### config.mk
export PLATFORM = sky130hd
export DESIGN_NAME = crg_clock_ready_reset
export DESIGN_NICKNAME = d
export VERILOG_FILES = /design/src/common/crg_pkg.sv /design/src/hw/crg_sync_3ff.sv /design/src/hw/crg_pclk_gen.sv /design/src/hw/crg_clock_ready_reset.sv
export SDC_FILE = /design/constraint.sdc
export NUM_CORES = 1
export LEC_CHECK = 0
export ABC_AREA = 1
export ABC_CLOCK_PERIOD_IN_PS = 1800
export BUFFER_PORTS_ARGS = -buffer_cell sky130_fd_sc_hd__buf_2
export CAP_MARGIN = 25
export CORE_ASPECT_RATIO = 1.75
export CORE_UTILIZATION = 30
export DETAILED_ROUTE_END_ITERATION = 8
export GPL_ROUTABILITY_DRIVEN = 0
export GPL_TIMING_DRIVEN = 0
export MAX_ROUTING_LAYER = met4
export SLEW_MARGIN = 20
export SYNTH_ARGS = -nofsm -noshare
export SYNTH_HDL_FRONTEND = slang
export SYNTH_HIERARCHICAL = 1
export SYNTH_SLANG_ARGS = --single-unit
### constraint.sdc
create_clock -name clock_i -period 1.8 [get_ports clock_i]
set_clock_uncertainty 0.15 [all_clocks]
set_input_delay 0.27 -clock clock_i [delete_from_list [all_inputs] [get_ports clock_i]]
set_output_delay 0.27 -clock clock_i [all_outputs]
set_load 0.005 [all_outputs]
### src/common/crg_pkg.sv
/*
  Shared constants, state type and decode functions for the clock, ready
  and reset generator. Assumes a single system clock domain; the
  importing modules reference every item as crg_pkg::name.
*/
package crg_pkg;

  // synchroniser lane indices and their reset levels
  localparam int       SYNC_WIDTH = 3;
  localparam int       SYNC_RES   = 0;
  localparam int       SYNC_ASYNC_READY_IN_N  = 1;
  localparam int       SYNC_AQUAL = 2;
  // request asserted, async ready and qualifier inactive
  localparam logic [2:0] SYNC_INIT = 3'h6;

  localparam logic PCLK_INIT   = 1'h0;
  localparam logic RESET_INIT  = 1'h1;
  localparam logic STRAP_INIT  = 1'h0;
  localparam logic READY_LEVEL = 1'h0;

  typedef enum logic [1:0] {
    CRG_RDY_OFF   = 2'b00,
    CRG_RDY_FIRST = 2'b01,
    CRG_RDY_ON    = 2'b10
  } crg_ready_state_type;

  // a status pin low marks a bus cycle start; pull-ups keep idle pins high
  function automatic logic status_active(input logic s0_n, input logic s1_n);
    return !s0_n || !s1_n;
  endfunction

  function automatic logic source_selected(input logic rdy_n, input logic qual_n);
    return !rdy_n && !qual_n;
  endfunction

endpackage

### src/hw/crg_sync_3ff.sv
/*
  Three flip-flop synchroniser for one asynchronous input.
  Assumes the input may change at any time relative to clock_i; the
  output moves only when the second and third stages agree.
*/
`timescale 1ns/100ps
module crg_sync_3ff #(
  parameter logic INIT = 1'h1
) (
  input  wire logic clock_i,
  input  wire logic rst_i,
  input  wire logic din_i,
  output logic      dout_o
);

  typedef struct packed {
    logic s1;
    logic s2;
    logic s3;
    logic val;
  } crg_sync_state_type;

  crg_sync_state_type state;
  crg_sync_state_type next_state;

  always_comb begin
    next_state    = state;
    // first stage feeds only the second
    next_state.s1 = din_i;
    next_state.s2 = state.s1;
    next_state.s3 = state.s2;
    if (state.s2 == state.s3) begin
      next_state.val = state.s3;
    end
  end

  always_ff @(posedge clock_i) begin
    if (rst_i) begin
      state <= '{s1: INIT, s2: INIT, s3: INIT, val: INIT};
    end else begin
      state <= next_state;
    end
  end

  assign dout_o = state.val;

  a_sync_agree: assert property (@(posedge clock_i) disable iff (rst_i)
      (state.s2 == state.s3) |=> (state.val == $past(state.s3)))
    else $error("synchroniser output missed an agreed level");

endmodule

### src/hw/crg_pclk_gen.sv
/*
  Peripheral clock generator: halves the system clock and realigns its
  phase from the processor status inputs. Assumes the status inputs are
  synchronous to clock_i and meet its setup and hold.
*/
`timescale 1ns/100ps
module crg_pclk_gen (
  input  wire logic clock_i,
  input  wire logic rst_i,
  input  wire logic bus_status_zero_n_i,
  input  wire logic bus_status_one_n_i,
  output logic      pclk_o
);

  typedef struct packed {
    logic pclk;
    logic stat_prev;
  } crg_pclk_state_type;

  crg_pclk_state_type state;
  crg_pclk_state_type next_state;
  logic               stat_now;

  assign stat_now = crg_pkg::status_active(bus_status_zero_n_i, bus_status_one_n_i);

  always_comb begin
    next_state           = state;
    next_state.stat_prev = stat_now;
    // forcing only ever holds the clock high, so a phase can grow, never shrink
    if (stat_now && state.stat_prev) begin
      next_state.pclk = 1'h1;
    end else begin
      next_state.pclk = !state.pclk;
    end
  end

  always_ff @(posedge clock_i) begin
    if (rst_i) begin
      state <= '{pclk: crg_pkg::PCLK_INIT, stat_prev: 1'h0};
    end else begin
      state <= next_state;
    end
  end

  assign pclk_o = state.pclk;

  a_pclk_force: assert property (@(posedge clock_i) disable iff (rst_i)
      (stat_now && state.stat_prev) |=> pclk_o)
    else $error("peripheral clock not held high under status");

  a_pclk_toggle: assert property (@(posedge clock_i) disable iff (rst_i)
      !(stat_now && state.stat_prev) |=> (pclk_o != $past(pclk_o)))
    else $error("peripheral clock failed to toggle");

  a_pclk_low_short: assert property (@(posedge clock_i) disable iff (rst_i)
      (!pclk_o ##1 1'h1) |-> pclk_o)
    else $error("peripheral clock low phase stretched");

endmodule

### src/hw/crg_clock_ready_reset.sv
/*
  Clock, ready and reset generator top. Selects the system clock source,
  produces the peripheral clock, a synchronised active-high reset and an
  open-drain active-low ready. Assumes clock_i is the system clock, the
  status and synchronous ready inputs are synchronous to it, and the
  ready line has an external pull-up.
*/
`timescale 1ns/100ps
module crg_clock_ready_reset (
  input  wire logic clock_i,
  input  wire logic rst_i,
  input  wire logic clock_select_strap_i,
  input  wire logic crystal_pins_i,
  input  wire logic external_frequency_in_i,
  output logic      system_clock_o,
  output logic      pclk_o,
  input  wire logic bus_status_zero_n_i,
  input  wire logic bus_status_one_n_i,
  input  wire logic reset_request_in_n_i,
  output logic      reset_o,
  input  wire logic async_ready_in_n_i,
  input  wire logic async_ready_qualifier_n_i,
  input  wire logic sync_ready_in_n_i,
  input  wire logic sync_ready_qualifier_n_i,
  input  wire logic ready_line_i,
  output logic      ready_out_o,
  output logic      ready_oe_o
);

  typedef struct packed {
    logic                         strap_efi;
    logic                         reset_out;
    crg_pkg::crg_ready_state_type rdy;
  } crg_top_state_type;

  crg_top_state_type                 state;
  crg_top_state_type                 next_state;
  logic [crg_pkg::SYNC_WIDTH-1:0]    sync_in;
  logic [crg_pkg::SYNC_WIDTH-1:0]    sync_out;
  logic                              stat_now;
  logic                              async_sel;
  logic                              sync_sel;
  logic                              any_sel;
  logic                              pclk;
  logic                              ready_active;
  logic                              line_seen;

  // asynchronous pins pass through their own three-stage synchroniser
  assign sync_in[crg_pkg::SYNC_RES]   = reset_request_in_n_i;
  assign sync_in[crg_pkg::SYNC_ASYNC_READY_IN_N]  = async_ready_in_n_i;
  assign sync_in[crg_pkg::SYNC_AQUAL] = async_ready_qualifier_n_i;

  genvar g;
  generate
    for (g = 0; g < crg_pkg::SYNC_WIDTH; g++) begin : g_sync
      crg_sync_3ff #(
        .INIT (crg_pkg::SYNC_INIT[g])
      ) u_sync (
        .clock_i (clock_i),
        .rst_i   (rst_i),
        .din_i   (sync_in[g]),
        .dout_o  (sync_out[g])
      );
    end
  endgenerate

  crg_pclk_gen u_pclk (
    .clock_i             (clock_i),
    .rst_i               (rst_i),
    .bus_status_zero_n_i (bus_status_zero_n_i),
    .bus_status_one_n_i  (bus_status_one_n_i),
    .pclk_o              (pclk)
  );

  assign pclk_o = pclk;

  // the clock source is fixed by the strap caught during reset
  assign system_clock_o = state.strap_efi ? external_frequency_in_i
                                          : crystal_pins_i;

  assign stat_now  = crg_pkg::status_active(bus_status_zero_n_i,
                                            bus_status_one_n_i);
  assign async_sel = crg_pkg::source_selected(sync_out[crg_pkg::SYNC_ASYNC_READY_IN_N],
                                              sync_out[crg_pkg::SYNC_AQUAL]);
  // synchronous pair is used raw: the far side meets setup and hold
  assign sync_sel  = crg_pkg::source_selected(sync_ready_in_n_i,
                                              sync_ready_qualifier_n_i);
  assign any_sel   = async_sel || sync_sel;

  always_comb begin
    next_state           = state;
    next_state.reset_out = !sync_out[crg_pkg::SYNC_RES];
    if (state.reset_out) begin
      // ready is forced active one cycle after reset shows
      next_state.rdy = crg_pkg::CRG_RDY_ON;
    end else if (stat_now) begin
      // a new bus cycle always starts not ready
      next_state.rdy = crg_pkg::CRG_RDY_OFF;
    end else begin
      case (state.rdy)
        crg_pkg::CRG_RDY_OFF: begin
          // sources are looked at only in the high half of the peripheral clock
          if (pclk && any_sel) begin
            next_state.rdy = crg_pkg::CRG_RDY_FIRST;
          end
        end
        crg_pkg::CRG_RDY_FIRST: begin
          // minimum hold: a dropped source cannot release here
          next_state.rdy = crg_pkg::CRG_RDY_ON;
        end
        crg_pkg::CRG_RDY_ON: begin
          if (pclk && !any_sel) begin
            next_state.rdy = crg_pkg::CRG_RDY_OFF;
          end
        end
        default: begin
          next_state.rdy = crg_pkg::CRG_RDY_OFF;
        end
      endcase
    end
  end

  always_ff @(posedge clock_i) begin
    if (rst_i) begin
      // strap is a static level, caught while reset is held
      state.strap_efi <= clock_select_strap_i;
      state.reset_out <= crg_pkg::RESET_INIT;
      state.rdy       <= crg_pkg::CRG_RDY_ON;
    end else begin
      state <= next_state;
    end
  end

  assign reset_o      = state.reset_out;
  assign ready_active = (state.rdy != crg_pkg::CRG_RDY_OFF);

  // open drain: data is always the low level, only the enable moves
  assign ready_out_o  = crg_pkg::READY_LEVEL;
  assign ready_oe_o   = ready_active;

  // wired line read back is informational only; other sources may hold it
  assign line_seen    = ready_line_i;

  a_reset_follow: assert property (@(posedge clock_i) disable iff (rst_i)
      !sync_out[crg_pkg::SYNC_RES] |=> reset_o)
    else $error("reset output did not follow request");

  a_reset_synced: assert property (@(posedge clock_i) disable iff (rst_i)
      $rose(reset_o) |-> !$past(sync_out[crg_pkg::SYNC_RES]))
    else $error("reset output rose without synchronised request");

  a_ready_reset: assert property (@(posedge clock_i) disable iff (rst_i)
      reset_o |=> ready_oe_o)
    else $error("ready not active one cycle after reset");

  a_ready_status: assert property (@(posedge clock_i) disable iff (rst_i)
      (!reset_o && stat_now) |=> !ready_oe_o)
    else $error("ready not released at bus cycle start");

  a_ready_take: assert property (@(posedge clock_i) disable iff (rst_i)
      (!reset_o && !stat_now && pclk && any_sel) |=> ready_oe_o)
    else $error("qualified ready source not honoured");

  a_ready_min_two: assert property (@(posedge clock_i) disable iff (rst_i)
      ($rose(ready_oe_o) && !reset_o && !stat_now) |=> ready_oe_o)
    else $error("ready held for less than two cycles");

  a_ready_pclk_gate: assert property (@(posedge clock_i) disable iff (rst_i)
      (!reset_o && !stat_now && !pclk) |=> (ready_oe_o || !$past(ready_oe_o)) &&
                                           (!ready_oe_o || $past(ready_oe_o)))
    else $error("ready moved while peripheral clock low");

  a_ready_drop: assert property (@(posedge clock_i) disable iff (rst_i)
      (!reset_o && !stat_now && pclk && !any_sel && state.rdy == crg_pkg::CRG_RDY_ON)
      |=> !ready_oe_o)
    else $error("ready kept after sources went inactive");

  a_async_qual: assert property (@(posedge clock_i) disable iff (rst_i)
      (!reset_o && !stat_now && pclk && !sync_sel && sync_out[crg_pkg::SYNC_AQUAL] &&
       state.rdy == crg_pkg::CRG_RDY_OFF) |=> !ready_oe_o)
    else $error("unqualified async ready ended a cycle");

endmodule

# Yosys cells after proc, flatten, opt, wreduce, memory -nomap -nowiden
# Cells that the tools add are included.
[totals]
reg_bits = 18
out_inout_bits = 5
[classes]
eq_ne = 9
n_mux = 6
n_reduce_logical = 22
[ops]
columns = ["operator", "n"]
rows = [
  ["logical NOT 1 bit", 9],
  ["2-to-1 mux 2 bit", 3],
  ["!= test 3 x 2 -> 1 bit (second input constant)", 2],
  ["case mux 2 bit (3 select lines)", 1],
  ["logical AND 1 bit", 5],
  ["!= test 2 bit (second input constant)", 2],
  ["AND reduction 2 bit", 2],
  ["== test 1 bit", 3],
  ["OR reduction 3 bit", 1],
  ["== test 2 x 1 -> 1 bit (second input constant)", 1],
  ["== test 2 bit (second input constant)", 1],
  ["logical NOT 2 bit", 1],
  ["logical OR 1 bit", 2],
  ["2-to-1 mux 1 bit", 2],
  ["nonzero test 2 bit", 1],
  ["OR reduction 2 bit", 1],
]

# Logic depth before layout (Yosys ltp)
[depth]
ltp_word = 8
depth_mapped = 6
mapped_depth_nobuf = 6

# Modules after synthesis
# Netlist, hierarchy kept.
[by_module_without_submodules]
columns = ["module", "n_inst", "cells_per_inst", "area_per_inst_um2"]
rows = [
  ["crg_sync_3ff (g_sync[1].u_sync ...)", 2, 15, 128.9],
  ["crg_clock_ready_reset", 1, 34, 234.0],
  ["crg_sync_3ff (g_sync[0].u_sync)", 1, 13, 121.4],
  ["crg_pclk_gen", 1, 8, 67.6],
]

# Worst setup path before layout
# Ideal clock, no wire load.
[synth_path]
path_type = "flip-flop to output port"
from = "register next_state[3] (netlist name)"
to = "output port system_clock_o"
arrival_ns = 0.670
slack_ns = 0.710
path_stages_with_launch = 2
cell_sequence = "edfxtp_1 mux2_1"
[synth_rtl]
columns = ["item", "line_no", "text"]
rows = [
  ["end: declaration", "crg_clock_ready_reset.sv:15", "output logic system_clock_o,"],
]

==> metrics.md <==
| Metric | Value |
|---|---|
| M3 GR Usage | 0.0103 |
| Clock latency on the worst-skew pair | 0.28 ns |
| Overall Power | 0.000670 W |
| Core outline area | 0.00212 mm^2 |
| Internal power | 0.000528 W |
| Final WL | 946 um |
| CP startpoint | next_state[3]$_DFFE_PP_ |
| Fmax | 661 MHz |
| Peak VDD IR | 0.000356 V |
| Post-synthesis cell count | 85 |
| Hpwl dp | 717 um |
| Critical path class | flip-flop to primary output |
| Final period utilization | 0.841 |
| Avg Inst Size Synth | 8.01 um^2 |
| Post-Synth Adder-Cell Area | 0 |
| Max Slew Vio Count | 0 |
| Sequential Power Share | 0.630 |
| Die area | 0.00247 mm^2 |
| Via count | 507 |
| H-tree depth | 1 |
| Net count after synthesis | 98 |
| DR WL/cell | 7.33 um |
| Max-cap viol count | 0 |
| Hold Vio Cnt, Final | 0 |
| Critical-path cell list | mux2_1 > buf_2 |
| IO Count | 18 |
| Seq/Total Area, Yosys | 0.544 |
| Hold WC Path Type | primary input to flip-flop |
| Row count | 22 |
| Sw Share | 0.211 |
| Largest family of logic cells by synthesized area | simple AND/OR/NAND/NOR gates |
| Sequential Area | 370 um^2 |
| Simple-gate share of the synthesized area | 0.287 |
| Slowest stage delay, CP | 0.38 ns |
| Buffer and inverter count on the worst path | 1 |
| First-pass GRT wire length | 1640 um |
| Crit path max-delay family | flip-flops |
| GRT busiest layer | met2 |
| Clk slew on worst S/H paths | 0.10 ns |
| #FFs+latches synth | 18 |
| Clock share of power | 0.293 |
| Min-delay src | async_ready_qualifier_n_i |
| Largest net degree at the start of global routing | 19 |
| Static Leak | 0.429 nW |
| Yosys cell types | 18 |
| Clk sink count | 18 |
| Layout net count | 119 |
| Port Buffers | 15 |
| Status | finished, final reports clean |
| Logic pwr share | 0.077 |
| Cell type of the slowest stage on the worst timing path | edfxtp_1 |
| Xor-xnor portion of the synthesized cell area | 0 |
| Synth Area in Compound Gates | 0.0257 |
| PwrDens | 815 mW/mm^2 |
| RSZ-0062 raised after global routing | no |
| Sw Pwr | 0.000141 W |
| Crit-path max FO | 1 |
| Vias in the first global route | 472 |
| Initial antenna violation count | 0 |
| Starting DRT DRC Count | 5 |
| Critical R2R Launch | u_pclk/pclk_o$_SDFF_PP0_ |
| CTS Root Cell | clkbuf_4 |
| Final setup viols | 0 |
| Post-Syn Area | 681 um^2 |
| P&R area growth vs syn | 20.8% |
| Initial core utilization | 0.321 |
| Vias per inst | 3.93 |
| Type of origin of the critical path | flip-flop |
| Ant diodes | 0 |
| DR DRC count | 0 |
| Multi-input logic area | 228 um^2 |
| CTS Buf Count | 3 |
| Post-route ant nets | 0 |
| GRT met2 Usage | 0.164 |
| Post-synthesis mux area share | 0.0165 |
| Final min period | 1.51 ns |
| Worst setup EP type | primary output |
| CP Data Arrival Time | 1.09 ns |
| CTS resizes | 0 |
| Setup TNS Final | 0 ns |
| Pre-antenna DRT Iters | 2 |
| Critical path data required time | 1.38 ns |
| CTS tree | built |
| Die Wd | 38.0 um |
| GRT overflow | 0 |
| Share of layout cells above drive strength 1 | 0.276 |
| Die H | 65.0 um |
| Synth warn | 6 |
| Met1 track demand over resource | 0.0887 |
| Clock buffer depth | 2 |
| Fill count | 220 |
| GRT Total Usage | 0.0936 |
==> cell type report <==
type,count,area share
flip-flops and latches,18,0.451
multi-input cells,46,0.277
repair buffers,16,0.104
inverters,20,0.0913
well taps,24,0.0365
clock buffers,4,0.0320
plain buffers,1,0.00913
==> cells in the final DEF (no fill, tap or decap) <==
master	Yosys	routed
nand3_1	3	3
dfxtp_1	17	17
clkbuf_4	0	3
nand2_1	17	17
nand2_4	1	1
dlygate4sd3_1	0	1
buf_4	1	1
edfxtp_1	1	1
nor2_1	8	8
clkbuf_1	0	1
inv_2	3	3
nand2_2	1	1
or2_1	4	4
o21bai_1	1	1
conb_1	1	1
mux2_1	1	1
buf_2	0	15
a21oi_1	2	2
and2_1	1	1
nor2_2	5	5
inv_1	17	17
or2_0	1	1
==> logic make-up after synthesis <==
group	count (synthesis)
and+or+nand+nor	41
buffers and inverters	21
DFF	18
AOI/OAI and AO/OA	3
muxes	1
other	1
==> power groups by stage <==
stage / clock network (W) / logic [W] / registers (W)
6_report: 0.000196 / 0.0000516 / 0.000422
5_1_grt: 0.000225 / 0.0000602 / 0.000423
4_1_cts: 0.000205 / 0.0000510 / 0.000422
3_5_place_dp: 0 / 0.0000507 / 0.000431
3_3_place_gp: 0 / 0.0000495 / 0.000430
2_1_floorplan: 0 / 0.0000258 / 0.000430
==> sequential cells by signal, indices dropped and copies added, names as in the netlist <==
register / count
g_sync.u_sync/state: 3
g_sync.u_sync/dout_o: 3
g_sync.u_sync/next_state: 6
u_pclk/state: 1
next_state: 1
state: 2
reset_o: 1
u_pclk/pclk_o: 1
==> stage by stage <==
step                      area, um^2  setup WS (ns)  hold WS [ns]   util  cells
after floorplan                  681          0.710         0.189      -     85
after global placement           786          0.606         0.236  0.371    124
after detailed placement         786          0.600         0.243  0.371    124
after CTS                        812          0.277       0.00235  0.383    128
after global routing             822          0.241        0.0261  0.388    129
final                            822          0.286        0.0166  0.388    129
==> synthesized netlist by cell type, drive strengths merged <==
library cell / number / share of area
inv: 20 / 0.11
nand2: 19 / 0.12
dfxtp: 17 / 0.50
nor2: 13 / 0.090
or2: 5 / 0.046
nand3: 3 / 0.022
a21oi: 2 / 0.015
and2: 1 / 0.0092
buf: 1 / 0.011
conb: 1 / 0.0055
edfxtp: 1 / 0.044
mux2: 1 / 0.017
o21bai: 1 / 0.011
==> repair_timing <==
action | CTS | global route
setup buffers | 0 | 0
hold endpoints to repair | 0 | 1
hold buffers | 0 | 1
==> path summary, 6_finish.rpt <==
check	slack, ns	cells past startpoint	endpoint
setup / recovery	0.29	2	system_clock_o
hold / removal	0.02	2	g_sync[2].u_sync/next_state[2]$_SDFF_PP1_
setup reg to reg	0.87	5	state[1]$_SDFFE_PP1P_
hold reg to reg	0.26	2	g_sync[0].u_sync/next_state[1]$_SDFF_PP0_
==> metal layers <==
layer,part of all wire,up-vias,routed length (um)
met2,0.50,8,469
met5,0,-,0
met1,0.45,214,424
li1,-,283,-
met4,0.018,0,17
met3,0.036,2,34
Power figures use the tool's default switching activity.
